<file path="src/inc/res_pkg.sv">
package res_pkg;
	// Clock and documented timing limits
	localparam int CLK_HZ           = 40_000_000;
	localparam int POR_MAX_MS       = 110;
	localparam int POR_MAX_CYC      = POR_MAX_MS * (CLK_HZ / 1000);
	localparam int SETTLE_MAX_MS    = 40;
	localparam int SETTLE_MAX_CYC   = SETTLE_MAX_MS * (CLK_HZ / 1000);
	localparam int CTS_RTS_MAX_MS   = 10;
	localparam int CTS_RTS_MAX_CYC  = CTS_RTS_MAX_MS * (CLK_HZ / 1000);
	// Serial link bit timing
	localparam int BAUD_RATE        = 115_200;
	localparam int BIT_CYC          = CLK_HZ / BAUD_RATE;
	localparam int HALF_BIT_CYC     = BIT_CYC / 2;
	localparam int TX_START_MAX_CYC = (BIT_CYC * 3) / 2;
	localparam int RTS_STOP_MAX_CYC = BIT_CYC / 2;
	localparam int FRAME_BITS       = 10;
	localparam int STOP_IDX         = FRAME_BITS - 1;
	// Widths
	localparam int TMR_W            = 23;
	localparam int BAUD_W           = 9;
	localparam int IDX_W            = 4;
	// Pin synchroniser layout and idle levels
	localparam int SYNC_W           = 5;
	localparam int SY_WLAN          = 0;
	localparam int SY_RADIO2        = 1;
	localparam int SY_IO            = 2;
	localparam int SY_CTS_N         = 3;
	localparam int SY_RX            = 4;
	localparam logic [SYNC_W-1:0] SYNC_RST = 5'h18;

	typedef enum logic [1:0] {
		w_off,
		w_por,
		w_run
	} res_wlan_st_t;

	typedef enum logic [1:0] {
		r2_off,
		r2_settle,
		r2_wait_cts,
		r2_link
	} res_r2_st_t;

	typedef struct packed {
		logic tx;
		logic tx_oe;
		logic rts_n;
		logic rts_n_oe;
	} res_pins_t;

	localparam res_pins_t PINS_RST = 4'h0;
endpackage : res_pkg

</file>
<file path="src/hw/res_uart_link.sv">
`timescale 1ns/1ps
module res_uart_link (
	input  wire logic          clock_i,
	input  wire logic          rst_i,
	input  wire logic          pins_en_i,
	input  wire logic          link_en_i,
	input  wire logic          cts_n_i,
	input  wire logic          rx_i,
	input  wire logic          rx_hold_i,
	input  wire logic          tx_valid_i,
	input  wire logic [7:0]    tx_data_i,
	output logic               tx_ready_o,
	output logic               rx_valid_o,
	output logic [7:0]         rx_data_o,
	output res_pkg::res_pins_t pins_o
);
	localparam int TxMax  = res_pkg::TX_START_MAX_CYC;
	localparam int RtsMax = res_pkg::RTS_STOP_MAX_CYC;
	localparam logic [res_pkg::BAUD_W-1:0] BitEnd =
		res_pkg::BAUD_W'(res_pkg::BIT_CYC - 1);
	localparam logic [res_pkg::BAUD_W-1:0] HalfEnd =
		res_pkg::BAUD_W'(res_pkg::HALF_BIT_CYC - 1);
	localparam logic [res_pkg::IDX_W-1:0] StopIdx =
		res_pkg::IDX_W'(res_pkg::STOP_IDX);

	logic                        tx_busy_q, tx_busy_d, tx_rdy_q, tx_rdy_d;
	logic [9:0]                  tx_sh_q, tx_sh_d;
	logic [res_pkg::IDX_W-1:0]   tx_idx_q, tx_idx_d, rx_idx_q, rx_idx_d;
	logic [res_pkg::BAUD_W-1:0]  tx_cnt_q, tx_cnt_d, rx_cnt_q, rx_cnt_d;
	logic                        rx_busy_q, rx_busy_d, rx_vld_q, rx_vld_d;
	logic [7:0]                  rx_sh_q, rx_sh_d, rx_dat_q, rx_dat_d;
	logic                        rts_q, rts_d, rx_tick;
	res_pkg::res_pins_t          pins_q, pins_d;

	// Transmitter: a character starts only while clear-to-send is low
	always_comb begin
		tx_busy_d = tx_busy_q;
		tx_sh_d   = tx_sh_q;
		tx_idx_d  = tx_idx_q;
		tx_cnt_d  = tx_cnt_q;
		if (!tx_busy_q) begin
			if (tx_valid_i && tx_rdy_q) begin
				tx_busy_d = 1'b1;
				tx_sh_d   = {1'b1, tx_data_i, 1'b0};
				tx_idx_d  = '0;
				tx_cnt_d  = '0;
			end
		end else if (tx_cnt_q == BitEnd) begin
			tx_cnt_d = '0;
			tx_sh_d  = {1'b1, tx_sh_q[9:1]};
			if (tx_idx_q == StopIdx)
				tx_busy_d = 1'b0;
			else
				tx_idx_d = tx_idx_q + 1'b1;
		end else begin
			tx_cnt_d = tx_cnt_q + 1'b1;
		end
		if (!link_en_i)
			tx_busy_d = 1'b0;
		// Flow stop takes effect only at the next character boundary
		tx_rdy_d = !tx_busy_d && link_en_i && !cts_n_i;
	end

	// Receiver: samples each bit mid-cell, flow decision at stop midpoint
	assign rx_tick = (rx_cnt_q == ((rx_idx_q == '0) ? HalfEnd : BitEnd));

	always_comb begin
		rx_busy_d = rx_busy_q;
		rx_idx_d  = rx_idx_q;
		rx_cnt_d  = rx_cnt_q;
		rx_sh_d   = rx_sh_q;
		rx_dat_d  = rx_dat_q;
		rx_vld_d  = 1'b0;
		rts_d     = rx_busy_q ? rts_q : rx_hold_i;
		if (!rx_busy_q) begin
			if (!rx_i && link_en_i) begin
				rx_busy_d = 1'b1;
				rx_idx_d  = '0;
				rx_cnt_d  = '0;
			end
		end else if (rx_tick) begin
			rx_cnt_d = '0;
			if (rx_idx_q == '0) begin
				rx_busy_d = !rx_i;
				rx_idx_d  = 4'h1;
			end else if (rx_idx_q != StopIdx) begin
				rx_sh_d  = {rx_i, rx_sh_q[7:1]};
				rx_idx_d = rx_idx_q + 1'b1;
			end else begin
				rx_busy_d = 1'b0;
				rx_vld_d  = rx_i;
				rx_dat_d  = rx_i ? rx_sh_q : rx_dat_q;
				rts_d     = rx_hold_i;
			end
		end else begin
			rx_cnt_d = rx_cnt_q + 1'b1;
		end
		if (!link_en_i)
			rx_busy_d = 1'b0;
	end

	// Pin drivers: released whenever the radio pins are not enabled
	always_comb begin
		pins_d.tx       = (link_en_i && tx_busy_d) ? tx_sh_d[0] : 1'b1;
		pins_d.tx_oe    = pins_en_i;
		pins_d.rts_n    = link_en_i ? rts_d : 1'b1;
		pins_d.rts_n_oe = pins_en_i;
	end

	// State registers
	always_ff @(posedge clock_i) begin
		if (rst_i) begin
			tx_busy_q <= 1'b0;
			tx_rdy_q  <= 1'b0;
			tx_sh_q   <= '1;
			tx_idx_q  <= '0;
			tx_cnt_q  <= '0;
			rx_busy_q <= 1'b0;
			rx_idx_q  <= '0;
			rx_cnt_q  <= '0;
			rx_sh_q   <= '0;
			rx_dat_q  <= '0;
			rx_vld_q  <= 1'b0;
			rts_q     <= 1'b1;
			pins_q    <= res_pkg::PINS_RST;
		end else begin
			tx_busy_q <= tx_busy_d;
			tx_rdy_q  <= tx_rdy_d;
			tx_sh_q   <= tx_sh_d;
			tx_idx_q  <= tx_idx_d;
			tx_cnt_q  <= tx_cnt_d;
			rx_busy_q <= rx_busy_d;
			rx_idx_q  <= rx_idx_d;
			rx_cnt_q  <= rx_cnt_d;
			rx_sh_q   <= rx_sh_d;
			rx_dat_q  <= rx_dat_d;
			rx_vld_q  <= rx_vld_d;
			rts_q     <= rts_d;
			pins_q    <= pins_d;
		end
	end

	assign tx_ready_o = tx_rdy_q;
	assign rx_valid_o = rx_vld_q;
	assign rx_data_o  = rx_dat_q;
	assign pins_o     = pins_q;

	property p_cts_to_txd;
		@(posedge clock_i) disable iff (rst_i)
		(link_en_i && !cts_n_i && tx_valid_i && !tx_busy_q && !tx_rdy_q)
			|-> ##[1:TxMax] !pins_q.tx;
	endproperty
	a_cts_to_txd: assert property (p_cts_to_txd)
		else $error("Transmit did not start after clear-to-send");

	property p_stop_to_rts;
		@(posedge clock_i) disable iff (rst_i)
		(link_en_i && rx_busy_q && rx_tick && rx_idx_q == StopIdx &&
			rx_hold_i) |-> ##[1:RtsMax] pins_q.rts_n;
	endproperty
	a_stop_to_rts: assert property (p_stop_to_rts)
		else $error("Request-to-send not raised after stop midpoint");
endmodule : res_uart_link

</file>
<file path="src/hw/res_sequencer.sv">
`timescale 1ns/1ps
module res_sequencer #(
	parameter int POR_CYCLES    = res_pkg::POR_MAX_CYC,
	parameter int SETTLE_CYCLES = res_pkg::SETTLE_MAX_CYC
) (
	input  wire logic          clock_i,
	input  wire logic          rst_i,
	input  wire logic          wlan_power_enable_i,
	input  wire logic          radio2_power_enable_i,
	input  wire logic          io_rail_supply_i,
	input  wire logic          uart_cts_n_i,
	input  wire logic          uart_rx_i,
	input  wire logic          rx_hold_i,
	input  wire logic          tx_valid_i,
	input  wire logic [7:0]    tx_data_i,
	output logic               wlan_core_reset_o,
	output logic               radio2_ready_o,
	output logic               tx_ready_o,
	output logic               rx_valid_o,
	output logic [7:0]         rx_data_o,
	output res_pkg::res_pins_t uart_pins_o
);
	localparam logic [res_pkg::TMR_W-1:0] PorEnd =
		res_pkg::TMR_W'(POR_CYCLES - 1);
	localparam logic [res_pkg::TMR_W-1:0] SettleEnd =
		res_pkg::TMR_W'(SETTLE_CYCLES - 1);

	logic [res_pkg::SYNC_W-1:0] pin_raw, sync1_q, sync2_q;
	logic                       wl_en, r2_en, io_ok, cts_n, rx_s;
	res_pkg::res_wlan_st_t      wl_st_q, wl_st_d;
	res_pkg::res_r2_st_t        r2_st_q, r2_st_d;
	logic [res_pkg::TMR_W-1:0]  wl_cnt_q, wl_cnt_d, r2_cnt_q, r2_cnt_d;
	logic                       core_rst_q, core_rst_d, rdy_q, rdy_d;
	logic                       pins_en_q, pins_en_d, link_en_q, link_en_d;

	// Every pin input passes two flip-flops before use
	assign pin_raw = {uart_rx_i, uart_cts_n_i, io_rail_supply_i,
		radio2_power_enable_i, wlan_power_enable_i};

	genvar gi;
	generate
		for (gi = 0; gi < res_pkg::SYNC_W; gi++) begin : g_sync
			always_ff @(posedge clock_i) begin
				if (rst_i) begin
					sync1_q[gi] <= res_pkg::SYNC_RST[gi];
					sync2_q[gi] <= res_pkg::SYNC_RST[gi];
				end else begin
					sync1_q[gi] <= pin_raw[gi];
					sync2_q[gi] <= sync1_q[gi];
				end
			end
		end
	endgenerate

	assign wl_en = sync2_q[res_pkg::SY_WLAN];
	assign r2_en = sync2_q[res_pkg::SY_RADIO2];
	assign io_ok = sync2_q[res_pkg::SY_IO];
	assign cts_n = sync2_q[res_pkg::SY_CTS_N];
	assign rx_s  = sync2_q[res_pkg::SY_RX];

	// Wireless core: power-on reset hold, restarted whenever enable drops
	always_comb begin
		wl_st_d  = wl_st_q;
		wl_cnt_d = wl_cnt_q;
		case (wl_st_q)
			res_pkg::w_off: begin
				wl_cnt_d = '0;
				if (wl_en && io_ok)
					wl_st_d = res_pkg::w_por;
			end
			res_pkg::w_por: begin
				if (wl_cnt_q == PorEnd)
					wl_st_d = res_pkg::w_run;
				else
					wl_cnt_d = wl_cnt_q + 1'b1;
			end
			res_pkg::w_run: wl_st_d = res_pkg::w_run;
			default: wl_st_d = res_pkg::w_off;
		endcase
		// Enable low or rail lost aborts at once; a new rise is a full restart
		if (!wl_en || !io_ok) begin
			wl_st_d  = res_pkg::w_off;
			wl_cnt_d = '0;
		end
		core_rst_d = (wl_st_d != res_pkg::w_run);
	end

	// Short-range radio: settle pins, wait for clear-to-send, then link up
	always_comb begin
		r2_st_d  = r2_st_q;
		r2_cnt_d = r2_cnt_q;
		case (r2_st_q)
			res_pkg::r2_off: begin
				r2_cnt_d = '0;
				if (r2_en && io_ok)
					r2_st_d = res_pkg::r2_settle;
			end
			res_pkg::r2_settle: begin
				if (r2_cnt_q == SettleEnd)
					r2_st_d = res_pkg::r2_wait_cts;
				else
					r2_cnt_d = r2_cnt_q + 1'b1;
			end
			res_pkg::r2_wait_cts: begin
				if (!cts_n)
					r2_st_d = res_pkg::r2_link;
			end
			res_pkg::r2_link: r2_st_d = res_pkg::r2_link;
			default: r2_st_d = res_pkg::r2_off;
		endcase
		// Each radio follows only its own enable and the I/O rail
		if (!r2_en || !io_ok) begin
			r2_st_d  = res_pkg::r2_off;
			r2_cnt_d = '0;
		end
		pins_en_d = (r2_st_d == res_pkg::r2_wait_cts) ||
			(r2_st_d == res_pkg::r2_link);
		link_en_d = (r2_st_d == res_pkg::r2_link);
		rdy_d     = link_en_d;
	end

	// State registers
	always_ff @(posedge clock_i) begin
		if (rst_i) begin
			wl_st_q    <= res_pkg::w_off;
			wl_cnt_q   <= '0;
			core_rst_q <= 1'b1;
			r2_st_q    <= res_pkg::r2_off;
			r2_cnt_q   <= '0;
			pins_en_q  <= 1'b0;
			link_en_q  <= 1'b0;
			rdy_q      <= 1'b0;
		end else begin
			wl_st_q    <= wl_st_d;
			wl_cnt_q   <= wl_cnt_d;
			core_rst_q <= core_rst_d;
			r2_st_q    <= r2_st_d;
			r2_cnt_q   <= r2_cnt_d;
			pins_en_q  <= pins_en_d;
			link_en_q  <= link_en_d;
			rdy_q      <= rdy_d;
		end
	end

	// Serial link with character-level flow control
	res_uart_link u_link (
		.clock_i    (clock_i),
		.rst_i      (rst_i),
		.pins_en_i  (pins_en_q),
		.link_en_i  (link_en_q),
		.cts_n_i    (cts_n),
		.rx_i       (rx_s),
		.rx_hold_i  (rx_hold_i),
		.tx_valid_i (tx_valid_i),
		.tx_data_i  (tx_data_i),
		.tx_ready_o (tx_ready_o),
		.rx_valid_o (rx_valid_o),
		.rx_data_o  (rx_data_o),
		.pins_o     (uart_pins_o)
	);

	assign wlan_core_reset_o = core_rst_q;
	assign radio2_ready_o    = rdy_q;

	property p_por_release;
		@(posedge clock_i) disable iff (rst_i)
		(wl_st_q == res_pkg::w_por && wl_cnt_q == PorEnd && wl_en && io_ok)
			|=> !wlan_core_reset_o;
	endproperty
	a_por_release: assert property (p_por_release)
		else $error("Core reset held past power-on limit");

	property p_por_bound;
		@(posedge clock_i) disable iff (rst_i)
		wl_cnt_q <= PorEnd;
	endproperty
	a_por_bound: assert property (p_por_bound)
		else $error("Power-on reset counter overran");

	property p_settle_done;
		@(posedge clock_i) disable iff (rst_i)
		(r2_st_q == res_pkg::r2_settle && r2_cnt_q == SettleEnd && r2_en &&
			io_ok) |=> ##1 (uart_pins_o.tx_oe && uart_pins_o.rts_n_oe);
	endproperty
	a_settle_done: assert property (p_settle_done)
		else $error("Pins not settled at end of settle time");

	property p_settle_bound;
		@(posedge clock_i) disable iff (rst_i)
		r2_cnt_q <= SettleEnd;
	endproperty
	a_settle_bound: assert property (p_settle_bound)
		else $error("Settle counter overran");

	property p_cts_rts;
		@(posedge clock_i) disable iff (rst_i)
		(r2_st_q == res_pkg::r2_wait_cts && !cts_n && r2_en && io_ok &&
			!rx_hold_i) ##1 (r2_en && io_ok && !rx_hold_i)
			|-> ##[1:2] !uart_pins_o.rts_n;
	endproperty
	a_cts_rts: assert property (p_cts_rts)
		else $error("Request-to-send not driven low after clear-to-send");

	property p_powerdown;
		@(posedge clock_i) disable iff (rst_i)
		(!r2_en && !wl_en) [*3] |-> (!uart_pins_o.tx_oe &&
			!uart_pins_o.rts_n_oe && wlan_core_reset_o && !radio2_ready_o);
	endproperty
	a_powerdown: assert property (p_powerdown)
		else $error("Pins driven while both enables low");
endmodule : res_sequencer

</file>
<file path="config.mk">
export PLATFORM = sky130hd
export DESIGN_NAME = res_sequencer
export DESIGN_NICKNAME = d
export VERILOG_FILES = /design/src/inc/res_pkg.sv /design/src/hw/res_uart_link.sv /design/src/hw/res_sequencer.sv
export SDC_FILE = /design/constraint.sdc
export NUM_CORES = 1
export LEC_CHECK = 0
export BUFFER_PORTS_ARGS = -buffer_cell sky130_fd_sc_hd__buf_2
export CAP_MARGIN = 5
export CORE_ASPECT_RATIO = 1.5
export CORE_MARGIN = 2
export CORE_UTILIZATION = 54
export DETAILED_ROUTE_END_ITERATION = 8
export GPL_ROUTABILITY_DRIVEN = 0
export PLACE_DENSITY_LB_ADDON = 0.1
export SYNTH_ARGS = -nofsm -noshare
export SYNTH_HDL_FRONTEND = slang
export SYNTH_SLANG_ARGS = --single-unit
</file>
<file path="constraint.sdc">
create_clock -name clock_i -period 3.8 [get_ports clock_i]
set_input_delay 0.38 -clock clock_i [delete_from_list [all_inputs] [get_ports clock_i]]
set_output_delay 0.38 -clock clock_i [all_outputs]
set_load 0.02 [all_outputs]
</file>
==> impl_metrics.toml <==
[outcome]
status = "complete, no violations"

[setup_path]
endpoint = "u_link.rx_idx_q[2]"
rr_startpoint = "u_link.rx_idx_q[0]"
path_cells = "inv_1 > ha_1 > nor3b_1 > nor4_1 > nand4_1 > or3b_2 > a21oi_1"
r2r_setup_slack_ns = 0.98
path_depth = 7
slowest_delay_ns = 0.63
crit_type = "flop to flop"
cp_slowest_cell = "or3b_2"
cp-startpoint = "u_link.rx_idx_q[0]"
arrival_ns = 3.16
r2r_end = "u_link.rx_idx_q[2]"
crit_required_ns = 4.14
cp-start-kind = "flop"
path_buf_inv = 1
ff2ff_path_depth = 7
cp_top_family = "simple AND/OR/NAND/NOR gates"
crit_fanout = 9
worst_setup_path_end_kind = "flop"

[timing]
tightest_slew_ns = 1.066
slew_headroom_pct = 28.84
final_max_slew_viol_count = 0
clock_skew_ns = 0.006349
finalCriticalPeriod_ns = 2.817
finalSetupTns_ns = 0
fmax_mhz = 355.0
hold_ws_ns = 0.1581
hold_viol_final = 0
setup_violations = 0
period_share_pct = 74.13
rsz0062_at_grt = "no"

[synth]
synth_area_um2 = 5663
yosysSeqAreaShare_pct = 43.48
ys_seq_elements = 123
syn_inst = 636
synth_top_area_share_pct = 43.48
synth_common_cells = "123 x dfxtp_1, 55 x nor2_1, 51 x nand2_1"
synthFlopType = "dfxtp_1"
yosysUniqueCellTypes = 67
synth_top_cell_by_area = "dfxtp_1"
synth_most_common_cell = "dfxtp_1"
synth_area_per_cell_um2 = 8.904
synthTopCellsByArea = "dfxtp_1 43%, a21oi_1 4.0%, mux2i_1 3.7%"
syn_nets = 663
synth_edf_count = 0
ys_warn_count = 0
async_flop_share_pct = 0

[clock_tree]
clk_latency_ns = 0.41
cts_tree = "built"
clk_pin_slew_ns = 0.06
cts_max_path_buffers = 2
clockRootBuffer = "clkbuf_16"
postCtsSetupBuffers = 0
clock_sinks = 123
htreeDepth = 4
cts_buffers = 17
hold_buffers = 0
cts_resized = 0

[detailed_routing]
routed_wl_um = 12430
drc_errors = 0
vias_per_cell = 5.811
ant_nets = 0
dr.pass1.iters = 4
drt-initial-drc-count = 296
vias = 4765
wl_per_cell_um = 15.16

[global_routing]
grt_usage_pct = 22.38
grt_overflow_total = 0
grt_pass1_wl_um = 20190
antenna_found_initial = 0
grt_max_degree = 36
grt_pass1_vias = 4524

[pwr]
power_frac_seq_pct = 43.6
clockPowerShare_pct = 55.2
peakVddDrop_uv = 321.5
leakagePower_nw = 2.406
p_per_area_nw_per_um2 = 456.0
power.total_mw = 2.983
cell_internal_pwr_mw = 2.359
power_switching_mw = 0.6235
power_frac_comb_pct = 1.2
swShare_pct = 20.90

[cells_and_area]
syn2layout_area_growth_pct = 15.51
fin_nets = 693
antenna_cells = 0
fin_util_pct = 64.19
drive_gt1_share_pct = 13.55
stdcell_area_um2 = 6541

[placement]
place_area_um2 = 5929
numPortBuffers = 32
dp_hpwl_um = 8446

[floorplanning]
coreArea_um2 = 10190
die_height_um = 129.4
num_io_pins = 33
start_util_pct = 55.57
chipWidth_um = 87.62
num_rows = 45
die_area_um2 = 11340

[job]
maxCapViolCount = 0

[min_path]
hp-class = "input port to flop"
==> how the worst min path moves through the flow <==
stage                     cells after the start          to  slack (ns)  startpoint
after global routing                          2  sync1_q[4]        0.16   uart_rx_i
after floorplan                               1       cts_n        0.39  sync1_q[3]
final                                         2  sync1_q[4]        0.16   uart_rx_i
after detailed placement                      1        rx_s        0.40  sync1_q[4]
after global placement                        1        rx_s        0.41  sync1_q[4]
after CTS                                     2  sync1_q[4]        0.15   uart_rx_i
==> through the flow <==
stage               setup slack, ns  instances
floorplan                     1.680        636
global placement              1.231        788
detailed placement            1.059        788
CTS                          0.9663        820
global route                 0.7275        820
finish                       0.9832        820
==> worst reg2reg max path, cell delays in order, from the launching register on <==
cell	delay, ns
dfxtp_1	0.38
inv_1	0.09
ha_1	0.21
nor3b_1	0.20
nor4_1	0.50
nand4_1	0.57
or3b_2	0.63
a21oi_1	0.14
==> routing by layer <==
| layer | track usage [%] | vias to the layer above | wire, µm |
|---|---|---|---|
| met3 | 5.159 | 22 | 347 |
| li1 | - | 2408 | - |
| met2 | 40.24 | 68 | 6506 |
| met1 | 24.60 | 2267 | 5320 |
| met5 | 0 | - | 0 |
| met4 | 10.05 | 0 | 259 |
==> area by class of cell <==
cell class,count,area [µm²]
clock buffers,18,439.2
clock inverters,14,172.7
fillers,873,3650
inverters,23,86.33
multi-input cells,462,2992
flip-flops and latches,123,2462
well taps,141,176.4
repair buffers,39,212.7
==> logic make-up after synthesis <==
logic type      after synthesis  synth area share [%]
mux                          21                 3.712
xor+xnor                     19                 2.939
fa+ha+maj                    10                 2.209
buf+inv                      51                 3.822
compound gates              129                 15.07
flops                       123                 43.48
simple gates                283                 28.77
==> placed cells by master (no fill, tap or decap), drive strengths merged, types with 6 or more instances in the layout <==
master | netlist | routed
dfxtp | 123 | 123
nor2 | 55 | 55
nand2 | 51 | 51
a21oi | 45 | 45
buf | 6 | 39
nand3 | 31 | 31
o21ai | 24 | 24
inv | 22 | 22
mux2i | 21 | 21
clkbuf | 22 | 18
nand4 | 16 | 16
and3 | 15 | 15
xnor2 | 13 | 13
nor3 | 13 | 13
nor4 | 13 | 13
or4 | 11 | 11
or3 | 11 | 11
ha | 10 | 10
o31ai | 10 | 10
a221oi | 9 | 9
nor2b | 9 | 9
and2 | 8 | 8
clkinv | 1 | 7
nand4b | 6 | 6
xor2 | 6 | 6
or2 | 6 | 6
nor3b | 6 | 6
==> power by group through the flow <==
stage / Sequential, mW / Combinational [mW] / Clock, mW
after floorplan: 1.33 / 0.0201 / 0
after global placement: 1.33 / 0.0352 / 0
after detailed placement: 1.33 / 0.0360 / 0
after CTS: 1.30 / 0.0361 / 1.66
after global routing: 1.30 / 0.0392 / 1.72
final: 1.30 / 0.0359 / 1.65
==> flip-flops by register name (all words and copies together) (netlist names), 2 cells and up <==
signal / cells
u_link.rx_cnt_q: 9
wl_cnt_q: 23
sync1_q: 5
r2_cnt_q: 23
u_link.rx_sh_q: 8
u_link.tx_sh_q: 10
wl_st_q: 2
u_link.tx_idx_q: 4
u_link.rx_idx_q: 4
u_link.pins_o: 3
r2_st_q: 2
u_link.rx_data_o: 8
u_link.tx_cnt_q: 9
No activity file was read; power rests on OpenSTA's default activity.
